### config.mk
export PLATFORM = sky130hd
export DESIGN_NAME = jlp_host_flat
export DESIGN_NICKNAME = d
export VERILOG_FILES = /design/src/jlp_pkg.sv /design/src/jlp_reg_if.sv /design/src/jlp_host.sv /design/src/flat_wrapper.sv
export SDC_FILE = /design/constraint.sdc
export NUM_CORES = 1
export LEC_CHECK = 0
export BUFFER_PORTS_ARGS = -buffer_cell sky130_fd_sc_hd__buf_4
export CAP_MARGIN = 40
export CELL_PAD_IN_SITES_DETAIL_PLACEMENT = 0
export CELL_PAD_IN_SITES_GLOBAL_PLACEMENT = 1
export CORE_MARGIN = 5
export CORE_UTILIZATION = 43
export CTS_CLUSTER_DIAMETER = 200
export DETAILED_ROUTE_END_ITERATION = 8
export PLACE_DENSITY_LB_ADDON = 0.12
export SYNTH_ARGS = -nofsm -noshare
export SYNTH_HDL_FRONTEND = slang
export SYNTH_SLANG_ARGS = --single-unit
### constraint.sdc
create_clock -name sys_clk -period 3.6 [get_ports sys_clk]
set_clock_uncertainty 0.1 [all_clocks]
set_input_delay 0.36 -clock sys_clk [delete_from_list [all_inputs] [get_ports sys_clk]]
set_output_delay 0.36 -clock sys_clk [all_outputs]
set_load 0.03 [all_outputs]
### src/jlp_pkg.sv
// Summary of operation
// (RL1) lane count minus one, read-only, resets 0x7
// (RL2) octets per frame minus one, read-only, zero
// (RL3) frames per multiframe minus one; 16/32 codes
// (RL4) program config fields only during soft reset
// (RL5) converter count minus one, read-only, 0x1
// (RL6) control bits per sample always read zero
// (RL7) resolution 16 coded 0x0f, read-only
// (RL8) subclass 0 or 1 only, resets 0
// (RL9) bits per sample 16 coded 0x0f, read-only
// (RL10) version 000 original, 001 B, writable
package jlp_pkg;

    // link parameter register offsets
    localparam logic [11:0] OFS_LANES       = 12'h453;
    localparam logic [11:0] OFS_OCTETS      = 12'h454;
    localparam logic [11:0] OFS_FRAMES      = 12'h455;
    localparam logic [11:0] OFS_CONVERTERS  = 12'h456;
    localparam logic [11:0] OFS_CS_RES      = 12'h457;
    localparam logic [11:0] OFS_SUB_NP      = 12'h458;
    localparam logic [11:0] OFS_VER_SAMPLES = 12'h459;
    localparam logic [11:0] OFS_SOFT_RESET  = 12'h475;

    // field positions
    localparam int SOFT_RESET_BIT = 3;
    localparam int UPPER_LSB      = 5;

    // reset values
    localparam logic [4:0] RST_LANES      = 5'h07;
    localparam logic [7:0] RST_OCTETS     = 8'h00;
    localparam logic [4:0] RST_FRAMES     = 5'h1f;
    localparam logic [7:0] RST_CONVERTERS = 8'h01;
    localparam logic [1:0] RST_CS         = 2'h0;
    localparam logic [4:0] RST_RES        = 5'h0f;
    localparam logic [2:0] RST_SUBCLASS   = 3'h0;
    localparam logic [4:0] RST_NP         = 5'h0f;
    localparam logic [2:0] RST_VERSION    = 3'h0;
    localparam logic [4:0] RST_SAMPLES    = 5'h01;

    // legal codes of the writable fields
    localparam logic [4:0] FRAMES_16  = 5'h0f;
    localparam logic [4:0] FRAMES_32  = 5'h1f;
    localparam logic [2:0] SUBCLASS_0 = 3'h0;
    localparam logic [2:0] SUBCLASS_1 = 3'h1;
    localparam logic [2:0] VERSION_A  = 3'h0;
    localparam logic [2:0] VERSION_B  = 3'h1;

    // controller registers, byte addresses on axi4-lite
    localparam logic [3:0] H_TARGET = 4'h0;
    localparam logic [3:0] H_WDATA  = 4'h4;
    localparam logic [3:0] H_GO     = 4'h8;
    localparam logic [3:0] H_STATUS = 4'hc;
    localparam int GO_WR_BIT      = 0;
    localparam int GO_RD_BIT      = 1;
    localparam int ST_BUSY_BIT    = 0;
    localparam int ST_REFUSED_BIT = 1;
    localparam int ST_RDATA_LSB   = 8;

    // axi responses
    localparam logic [1:0] RESP_OKAY   = 2'h0;
    localparam logic [1:0] RESP_SLVERR = 2'h2;

endpackage

### src/jlp_reg_if.sv
`timescale 1ns/100ps
// register port between controller and parameter bank
interface jlp_reg_if;
    logic [11:0] reg_addr;   // register offset
    logic        reg_wr;     // one-cycle write request
    logic        reg_rd;     // one-cycle read request
    logic [7:0]  reg_wdata;  // write byte
    logic [7:0]  reg_rdata;  // read byte, valid with ack
    logic        reg_ack;    // one-cycle answer

    modport dev (
        input  reg_addr,
        input  reg_wr,
        input  reg_rd,
        input  reg_wdata,
        output reg_rdata,
        output reg_ack
    );

    modport ctl (
        output reg_addr,
        output reg_wr,
        output reg_rd,
        output reg_wdata,
        input  reg_rdata,
        input  reg_ack
    );
endinterface

### src/jlp_host.sv
// The AXI4-Lite slave port was decided locally.
`timescale 1ns/100ps
// axi4-lite controller driving the parameter bank
module jlp_host (
    input  wire logic        sys_clk,
    input  wire logic        reset_n,
    input  wire logic [3:0]  s_axi_awaddr,
    input  wire logic        s_axi_awvalid,
    output logic             s_axi_awready,
    input  wire logic [31:0] s_axi_wdata,
    input  wire logic [3:0]  s_axi_wstrb,
    input  wire logic        s_axi_wvalid,
    output logic             s_axi_wready,
    output logic [1:0]       s_axi_bresp,
    output logic             s_axi_bvalid,
    input  wire logic        s_axi_bready,
    input  wire logic [3:0]  s_axi_araddr,
    input  wire logic        s_axi_arvalid,
    output logic             s_axi_arready,
    output logic [31:0]      s_axi_rdata,
    output logic [1:0]       s_axi_rresp,
    output logic             s_axi_rvalid,
    input  wire logic        s_axi_rready,
    jlp_reg_if.ctl           bus
);
    import jlp_pkg::*;

    typedef enum logic {JLP_IDLE, JLP_WAIT} jlp_host_state_e;

    // whole state of the controller
    typedef struct packed {
        jlp_host_state_e state;    // bank access state
        logic        aw_got;       // write address held
        logic [3:0]  awaddr;       // held write address
        logic        w_got;        // write data held
        logic [31:0] wdata;        // held write data
        logic [3:0]  wstrb;        // held byte enables
        logic [11:0] target;       // bank offset to access
        logic [7:0]  wbyte;        // byte to write
        logic        refused;      // sticky refusal flag
        logic        shadow_soft;  // last soft reset written
        logic [7:0]  last_rdata;   // byte from last access
        logic [11:0] reg_addr;     // bank port
        logic        reg_wr;
        logic        reg_rd;
        logic [7:0]  reg_wdata;
        logic        awready;      // axi outputs
        logic        wready;
        logic        bvalid;
        logic [1:0]  bresp;
        logic        arready;
        logic        rvalid;
        logic [31:0] rdata;
        logic [1:0]  rresp;
    } jlp_host_s;

    jlp_host_s cur;       // registered state
    jlp_host_s next_cur;  // next value

    // merge a written word under its byte enables
    function automatic logic [31:0] merge(input logic [31:0] old,
                                          input logic [31:0] val,
                                          input logic [3:0]  strb);
        logic [31:0] res;
        res = old;
        for (int i = 0; i < 4; i++) begin
            if (strb[i]) begin
                res[i*8 +: 8] = val[i*8 +: 8];
            end
        end
        return res;
    endfunction

    // a bank write is legal only for writable fields; config fields need
    // a legal code and a held receiver, soft reset is always legal
    function automatic logic allowed(input logic [11:0] ofs,
                                     input logic [7:0]  val,
                                     input logic        held);
        logic ok;
        case (ofs)
            OFS_FRAMES: begin
                ok = held && (val[4:0] == FRAMES_16
                           || val[4:0] == FRAMES_32);  // RL3 RL4
            end
            OFS_SUB_NP: begin
                ok = held && (val[7:UPPER_LSB] == SUBCLASS_0
                           || val[7:UPPER_LSB] == SUBCLASS_1);  // RL8 RL4
            end
            OFS_VER_SAMPLES: begin
                ok = held && (val[7:UPPER_LSB] == VERSION_A
                           || val[7:UPPER_LSB] == VERSION_B);  // RL10 RL4
            end
            OFS_SOFT_RESET: begin
                ok = 1'b1;
            end
            // read-only fields are never written
            default: begin
                ok = 1'b0;
            end
        endcase
        return ok;
    endfunction

    // status word image
    function automatic logic [31:0] status(input jlp_host_s s);
        logic [31:0] w;
        w = 32'h0000_0000;
        w[ST_BUSY_BIT] = (s.state == JLP_WAIT);
        w[ST_REFUSED_BIT] = s.refused;
        w[ST_RDATA_LSB +: 8] = s.last_rdata;
        return w;
    endfunction

    // next state
    always_comb begin
        logic [31:0] word;     // merged write word
        logic        ref_ev;   // refusal event this cycle
        logic        ref_clr;  // software clear this cycle
        logic        held;     // soft reset after this write
        word = 32'h0000_0000;
        ref_ev = 1'b0;
        ref_clr = 1'b0;
        held = 1'b0;
        next_cur = cur;
        // bank requests are one-cycle pulses
        next_cur.reg_wr = 1'b0;
        next_cur.reg_rd = 1'b0;
        // wait for the bank answer, however long
        if (cur.state == JLP_WAIT && bus.reg_ack) begin
            next_cur.last_rdata = bus.reg_rdata;
            next_cur.state = JLP_IDLE;
        end
        // address and data taken in either order
        if (s_axi_awvalid && cur.awready) begin
            next_cur.aw_got = 1'b1;
            next_cur.awaddr = s_axi_awaddr;
        end
        if (s_axi_wvalid && cur.wready) begin
            next_cur.w_got = 1'b1;
            next_cur.wdata = s_axi_wdata;
            next_cur.wstrb = s_axi_wstrb;
        end
        // both held: perform the write, answer on b
        if (cur.aw_got && cur.w_got && !cur.bvalid) begin
            next_cur.aw_got = 1'b0;
            next_cur.w_got = 1'b0;
            next_cur.bvalid = 1'b1;
            next_cur.bresp = RESP_OKAY;
            case (cur.awaddr)
                H_TARGET: begin
                    word = merge({20'h00000, cur.target},
                                 cur.wdata, cur.wstrb);
                    next_cur.target = word[11:0];
                end
                H_WDATA: begin
                    word = merge({24'h000000, cur.wbyte},
                                 cur.wdata, cur.wstrb);
                    next_cur.wbyte = word[7:0];
                end
                H_GO: begin
                    // start lane not enabled: ignored; busy: refused
                    if (!cur.wstrb[0]) begin
                    end else if (cur.state != JLP_IDLE) begin
                        ref_ev = cur.wdata[GO_WR_BIT]
                              || cur.wdata[GO_RD_BIT];
                    end else if (cur.wdata[GO_WR_BIT]) begin
                        if (cur.target == OFS_SOFT_RESET) begin
                            held = cur.wbyte[SOFT_RESET_BIT];
                        end else begin
                            held = cur.shadow_soft;
                        end
                        if (allowed(cur.target, cur.wbyte,
                                    cur.shadow_soft)) begin  // RL4
                            next_cur.shadow_soft = held;
                            next_cur.reg_addr = cur.target;
                            next_cur.reg_wdata = cur.wbyte;
                            next_cur.reg_wr = 1'b1;
                            next_cur.state = JLP_WAIT;
                        end else begin
                            ref_ev = 1'b1;
                        end
                    end else if (cur.wdata[GO_RD_BIT]) begin
                        next_cur.reg_addr = cur.target;
                        next_cur.reg_rd = 1'b1;
                        next_cur.state = JLP_WAIT;
                    end
                end
                H_STATUS: begin
                    // write one clears the refusal flag
                    ref_clr = cur.wstrb[0]
                           && cur.wdata[ST_REFUSED_BIT];
                end
                default: begin
                    next_cur.bresp = RESP_SLVERR;
                end
            endcase
        end
        // a refusal in the clearing cycle is kept
        next_cur.refused = (cur.refused && !ref_clr) || ref_ev;
        if (cur.bvalid && s_axi_bready) begin
            next_cur.bvalid = 1'b0;
        end
        // read channel
        if (s_axi_arvalid && cur.arready) begin
            next_cur.rvalid = 1'b1;
            next_cur.rresp = RESP_OKAY;
            case (s_axi_araddr)
                H_TARGET: next_cur.rdata = {20'h00000, cur.target};
                H_WDATA:  next_cur.rdata = {24'h000000, cur.wbyte};
                H_GO:     next_cur.rdata = 32'h0000_0000;
                H_STATUS: next_cur.rdata = status(cur);
                default: begin
                    next_cur.rdata = 32'h0000_0000;
                    next_cur.rresp = RESP_SLVERR;
                end
            endcase
        end else if (cur.rvalid && s_axi_rready) begin
            next_cur.rvalid = 1'b0;
        end
        // readies from the state being entered
        next_cur.awready = !next_cur.aw_got && !next_cur.bvalid;
        next_cur.wready = !next_cur.w_got && !next_cur.bvalid;
        next_cur.arready = !next_cur.rvalid;
    end

    // state register
    always_ff @(posedge sys_clk or negedge reset_n) begin
        if (!reset_n) begin
            cur <= '0;
            cur.state <= JLP_IDLE;
        end else begin
            cur <= next_cur;
        end
    end

    // outputs straight from the state register
    assign s_axi_awready = cur.awready;
    assign s_axi_wready  = cur.wready;
    assign s_axi_bvalid  = cur.bvalid;
    assign s_axi_bresp   = cur.bresp;
    assign s_axi_arready = cur.arready;
    assign s_axi_rvalid  = cur.rvalid;
    assign s_axi_rdata   = cur.rdata;
    assign s_axi_rresp   = cur.rresp;
    assign bus.reg_addr  = cur.reg_addr;
    assign bus.reg_wr    = cur.reg_wr;
    assign bus.reg_rd    = cur.reg_rd;
    assign bus.reg_wdata = cur.reg_wdata;

endmodule

### src/flat_wrapper.sv
// flat-port wrapper written by rule: the top's interface ports become plain ports
module jlp_host_flat import jlp_pkg::*;
  (sys_clk, reset_n, s_axi_awaddr, s_axi_awvalid, s_axi_awready, s_axi_wdata, s_axi_wstrb, s_axi_wvalid, s_axi_wready, s_axi_bresp, s_axi_bvalid, s_axi_bready, s_axi_araddr, s_axi_arvalid, s_axi_arready, s_axi_rdata, s_axi_rresp, s_axi_rvalid, s_axi_rready, bus_reg_addr, bus_reg_wr, bus_reg_rd, bus_reg_wdata, bus_reg_rdata, bus_reg_ack);
  jlp_reg_if bus_i ();
  input  wire logic sys_clk;
  input  wire logic reset_n;
  input  wire logic [3:0] s_axi_awaddr;
  input  wire logic s_axi_awvalid;
  output logic s_axi_awready;
  input  wire logic [31:0] s_axi_wdata;
  input  wire logic [3:0] s_axi_wstrb;
  input  wire logic s_axi_wvalid;
  output logic s_axi_wready;
  output logic [1:0] s_axi_bresp;
  output logic s_axi_bvalid;
  input  wire logic s_axi_bready;
  input  wire logic [3:0] s_axi_araddr;
  input  wire logic s_axi_arvalid;
  output logic s_axi_arready;
  output logic [31:0] s_axi_rdata;
  output logic [1:0] s_axi_rresp;
  output logic s_axi_rvalid;
  input  wire logic s_axi_rready;
  output wire logic [$bits(bus_i.reg_addr)-1:0] bus_reg_addr;
  output wire logic [$bits(bus_i.reg_wr)-1:0] bus_reg_wr;
  output wire logic [$bits(bus_i.reg_rd)-1:0] bus_reg_rd;
  output wire logic [$bits(bus_i.reg_wdata)-1:0] bus_reg_wdata;
  input wire logic [$bits(bus_i.reg_rdata)-1:0] bus_reg_rdata;
  input wire logic [$bits(bus_i.reg_ack)-1:0] bus_reg_ack;
  assign bus_reg_addr = bus_i.reg_addr;
  assign bus_reg_wr = bus_i.reg_wr;
  assign bus_reg_rd = bus_i.reg_rd;
  assign bus_reg_wdata = bus_i.reg_wdata;
  assign bus_i.reg_rdata = bus_reg_rdata;
  assign bus_i.reg_ack = bus_reg_ack;
  jlp_host u_core (.sys_clk(sys_clk), .reset_n(reset_n), .s_axi_awaddr(s_axi_awaddr), .s_axi_awvalid(s_axi_awvalid), .s_axi_awready(s_axi_awready), .s_axi_wdata(s_axi_wdata), .s_axi_wstrb(s_axi_wstrb), .s_axi_wvalid(s_axi_wvalid), .s_axi_wready(s_axi_wready), .s_axi_bresp(s_axi_bresp), .s_axi_bvalid(s_axi_bvalid), .s_axi_bready(s_axi_bready), .s_axi_araddr(s_axi_araddr), .s_axi_arvalid(s_axi_arvalid), .s_axi_arready(s_axi_arready), .s_axi_rdata(s_axi_rdata), .s_axi_rresp(s_axi_rresp), .s_axi_rvalid(s_axi_rvalid), .s_axi_rready(s_axi_rready), .bus(bus_i));
endmodule
; Word level (Yosys, flattened, before mapping)
; Index checks and enable logic that the tools add are counted.
[word_totals]
reg_bits = 136
in_bits = 60
word_cells = 120
[op_classes]
eq_ne = 14
n_mux = 44
n_bitwise = 1
reduce_logical = 37
[op_table]
columns = cell, n
row1 = $eq 12x11->1 const B, 4
row2 = $pmux 16 s3, 1
row3 = $mux 10, 4
row4 = $mux 37, 1
row5 = $mux 1, 27
row6 = $mux 12, 2
row7 = $eq 4x4->1 const B, 4
row8 = $mux 8, 2
row9 = $logic_and 1x1->1, 14
row10 = $mux 13, 1
row11 = $reduce_and 6->1, 2
row12 = $reduce_and 3->1, 3
row13 = $eq 4x3->1 const B, 2
row14 = $logic_not 4->1, 2
row15 = $reduce_or 4->1, 2
row16 = $reduce_and 7->1, 1
row17 = $logic_not 1->1, 6
row18 = $mux 2, 3
row19 = $eq 5x4->1 const B, 1
row20 = $eq 5x5->1 const B, 1
row21 = $mux 5, 1
row22 = $logic_or 1x1->1, 4
row23 = $eq 3x1->1 const B, 1
row24 = $logic_not 3->1, 1
row25 = 6 further kinds, 6

; Longest topological paths before layout
[logic_depth]
depth_word = 17
mapped_depth = 6
depth_no_buf = 5

; Worst setup path before layout
; Ideal clock, no wire load.
[synth_timing]
path_kind = reg2reg
from = reg u_core.cur, in the netlist u_core.s_axi_bvalid
to = reg u_core.cur, in the netlist u_core.bus.reg_addr[0]
setup_time_ns = 0.125
arrival_time_ns = 1.973
slack_ns = 1.403
stages_incl_launch_ff = 7
path_buffers = 1
period_less_slack_ns = 2.197
cell_sequence = dfrtp_1 > nand3b_1 > nor3_2 > o211ai_1 > a311oi_2 > buf_6 > mux2_2
[synth_between]
elab_chain_cells = 3
[synth_rtl]
columns = item, line
row1 = from (decl), jlp_host.sv:57  ; jlp_host_s cur;
row2 = from (signal assigned), jlp_host.sv:232  ; cur <= next_cur;
row3 = $logic_not 1->1, jlp_host.sv:144  ; if (cur.aw_got && cur.w_got && !cur.bvalid) begin
row4 = $logic_and 1x1->1, jlp_host.sv:144
row5 = $reduce_and 6->1 (no line), -
; Every way passes these cells.
; A chain may end at the register's enable or synchronous reset.

; Final worst setup path
[layout_timing]
from = reg u_core.cur[92] (netlist name)
to = reg u_core.cur, in the netlist u_core.bus.reg_addr[4]
[layout_between]
elab_chain_cells = 10
[layout_rtl]
columns = item, line
row1 = $eq 12x11->1, jlp_host.sv:80  ; case (ofs)
row2 = $reduce_or 2->1 (no line), -
row3 = $pmux 1 s3 (*), jlp_host.sv:80
row4 = $mux 1 (*), jlp_host.sv:166  ; end else if (cur.wdata[GO_WR_BIT]) begin
row5 = $mux 1 (*), jlp_host.sv:163  ; end else if (cur.state != JLP_IDLE) begin
row6 = $mux 1 (*), jlp_host.sv:162  ; if (!cur.wstrb[0]) begin
row7 = $mux 1 (*), jlp_host.sv:149  ; case (cur.awaddr)
row8 = $mux 1 (*), jlp_host.sv:144
row9 = $ne 2x2->1 (no line) (*), -
row10 = $reduce_and 6->1 (no line) (*), -
; Mark *: on every way between the ends. The rest lies on a longest branch, timed or not. The select of a mux whose other input is x is not followed.

==> out/summary.txt <==
Starting Density = 0.4380
CP startpoint kind = flop
CP Class = reg2reg
f_max = 0.4311 GHz
YS warnings = 0
period utilization = 0.6443
RSZ-0062 raised after global routing = no
Post-Route WL = 8.224 mm
EDFF count, synth = 0
fraction of registers with async set/reset = 1.000
Post-DP HPWL = 6.083 mm
Worst Tran Pin Value = 0.6986 ns
Mapped Cells = 331
vias in the first global route = 2587
Setup Total Neg Slack = 0 ns
post-DR vias/cell = 4.805
Worst R2R End = u_core.bus.reg_addr[4]$_DFFE_PN0P_
number of inserted diodes = 0
max_slew headroom = 0.5331
largest cells by area after synthesis = dfrtp_1 57%, mux2_2 18%, buf_4 9.9%, o21ai_0 2.0%, mux2i_1 1.9%
Max Cap Violations = 0
WL/cell = 15.75 um
Root Driver = clkbuf_8
total CTS buffers = 9
Worst-Skew Late Latency = 0.35 ns
FF-to-FF path depth = 6
Die W = 109.3 um
Post-CTS Setup Bufs = 0
Global Route Usage Sum = 0.1468
hold depth = 2
syn_area_per_cell = 12.81 sq um
dpl ws = 1.282 ns
Crit path arrival time = 2.46 ns
Hold WC Path Type = in2reg
DRT Pass-1 Iters = 4
hold path startpoint = s_axi_awvalid
Tmin final = 2.320 ns
drt drc = 0
number of port buffers = 82
Final WS setup = 1.280 ns
Worst setup startpoint = u_core.cur[92]$_DFFE_PN0P_
Max IR drop VDD = 0.0004171 V
height of the die = 109.3 um
layout cells sized above 1 = 0.4422
top_reg_cell synth = dfrtp_1
die area = 11950 sq um
io pins = 123
Setup crit end kind = flop
area leader, netlist = dfrtp_1
Final Hold Vio Count = 0
Clock Path Buffers = 2
Hold-fix buffers, CTS = 1
PD cells = 622.8 nW/um^2
Final nets = 444
Post-Synthesis Cell Area = 4242 sq um
Slew Viols, Final = 0
CTS tree = yes
Reg clk slew, reported paths = 0.09 ns
register area share after synthesis = 0.5664
synthesized flop and latch total = 96
Post-CTS Resized = 0
Pwr Total = 3060 uW
CP Max Fanout = 7
CTS sink cnt = 96
Setup violations, final = 0
Hold Path End = u_core.s_axi_awready$_DFF_PN0_
Area Growth Syn to Fin = 15.84%
Worst R2R Start = u_core.cur[92]$_DFFE_PN0P_
RD Place Congestion = 0.7459
DRT iter0 DRCs = 70
H-tree levels = 3
post-synth top area share = 0.5664
largest net degree at the start of global routing = 50
GRT overflow = 0
Via Count = 2508
Register-to-Register Setup Slack = 1.28 ns
remaining antenna violation count = 0
Leakage = 0.002471 uW
row count = 36
core area = 9684 sq um
initial antenna violation count = 0
post-synth cell types = 38
status = complete, no violations
worst path required time = 3.74 ns
first-pass GRT wire length = 13.35 mm
## flip-flops by register name (all words and copies together), names as in the netlist
| signal | count |
|---|---|
| u_core.cur | 51 |
| u_core.s_axi_rdata | 16 |
| u_core.bus.reg_addr | 12 |
| u_core.bus.reg_wdata | 8 |
| u_core.bus.reg_rd | 1 |
| u_core.bus.reg_wr | 1 |
| u_core.s_axi_arready | 1 |
| u_core.s_axi_awready | 1 |
| u_core.s_axi_bresp | 1 |
| u_core.s_axi_bvalid | 1 |
| u_core.s_axi_rresp | 1 |
| u_core.s_axi_rvalid | 1 |
| u_core.s_axi_wready | 1 |
## worst max path at each step
stage	to	slack, ns	cells after the start
6_report	u_core.bus.reg_addr[4]$_DFFE_PN0P_	1.28	6
5_1_grt	u_core.bus.reg_addr[4]$_DFFE_PN0P_	1.12	6
4_1_cts	u_core.bus.reg_addr[4]$_DFFE_PN0P_	1.26	6
3_5_place_dp	u_core.bus.reg_addr[4]$_DFFE_PN0P_	1.28	6
3_3_place_gp	u_core.bus.reg_addr[3]$_DFFE_PN0P_	1.29	6
2_1_floorplan	u_core.bus.reg_addr[0]$_DFFE_PN0P_	1.40	6
## synthesized netlist by cell type, types with 2 or more instances
| master | n |
|---|---|
| mux2_2 | 67 |
| nor2b_1 | 2 |
| inv_1 | 6 |
| nand2b_1 | 2 |
| a21oi_1 | 4 |
| a22oi_1 | 4 |
| buf_4 | 56 |
| and2_1 | 2 |
| nor2_1 | 11 |
| clkbuf_1 | 3 |
| nand3b_1 | 2 |
| nand4_1 | 3 |
| dfrtp_1 | 96 |
| nand2_1 | 21 |
| a21o_1 | 3 |
| a22o_1 | 4 |
| o21ai_0 | 17 |
| mux2i_1 | 8 |
## critical path, stage by stage (launching register included)
cell and delay (ns):
dfrtp_1 0.43, and4bb_2 0.31, and4b_1 0.24, nand4bb_1 0.20, a311oi_2 0.36, buf_4 0.22, mux2_2 0.34
## placed cells by master (no fill, tap or decap), types with 6 or more instances in the layout
cell type / count
mux2_2: 67
inv_1: 6
o21ai_0: 17
nor2_1: 11
conb_1: 18
nand2_1: 21
buf_4: 86
dfrtp_1: 96
mux2i_1: 8
clkbuf_8: 11
## metrics by stage
| stage | cells | hold slack [ns] | cell area [sq um] | utilization |
|---|---|---|---|---|
| 4_1_cts | 522 | 0.08293 | 4913 | 0.5074 |
| 3_5_place_dp | 505 | 0.3244 | 4666 | 0.4818 |
| 5_1_grt | 522 | 0.08940 | 4913 | 0.5074 |
| 3_3_place_gp | 505 | 0.3231 | 4666 | 0.4818 |
| 2_1_floorplan | 348 | -0.03559 | 4305 | - |
| 6_report | 522 | 0.09738 | 4913 | 0.5074 |
## final cells by class
type,instances,area (sq um)
multi-input cells,184,1429
flip-flops and latches,96,2402
fillers,874,4771
clock inverters,5,86.33
well taps,133,166.4
clock buffers,11,151.4
repair buffers,87,655.6
inverters,6,22.52
## power breakdown
group          switching [uW]  internal, uW  leakage (uW)
clock network             370           434      0.000120
logic                     319           342       0.00108
registers                 246          1350       0.00127
## kinds of logic after synthesis
logic type	synth area share
compound gates	0.05811
buf+inv	0.1118
flops	0.5664
mux	0.1968
other cells	0.0008841
simple gates	0.06608
## layer usage
metal,global-route usage,part of all wire,wire length [um],vias up
met5,0,0,0,-
met4,0.05432,0.015,121,0
met3,0.03112,0.063,520,10
met2,0.2284,0.46,3790,80
met1,0.2031,0.46,3792,1230
li1,-,-,-,1188
Note: power is estimated with default switching activity, not from simulation.
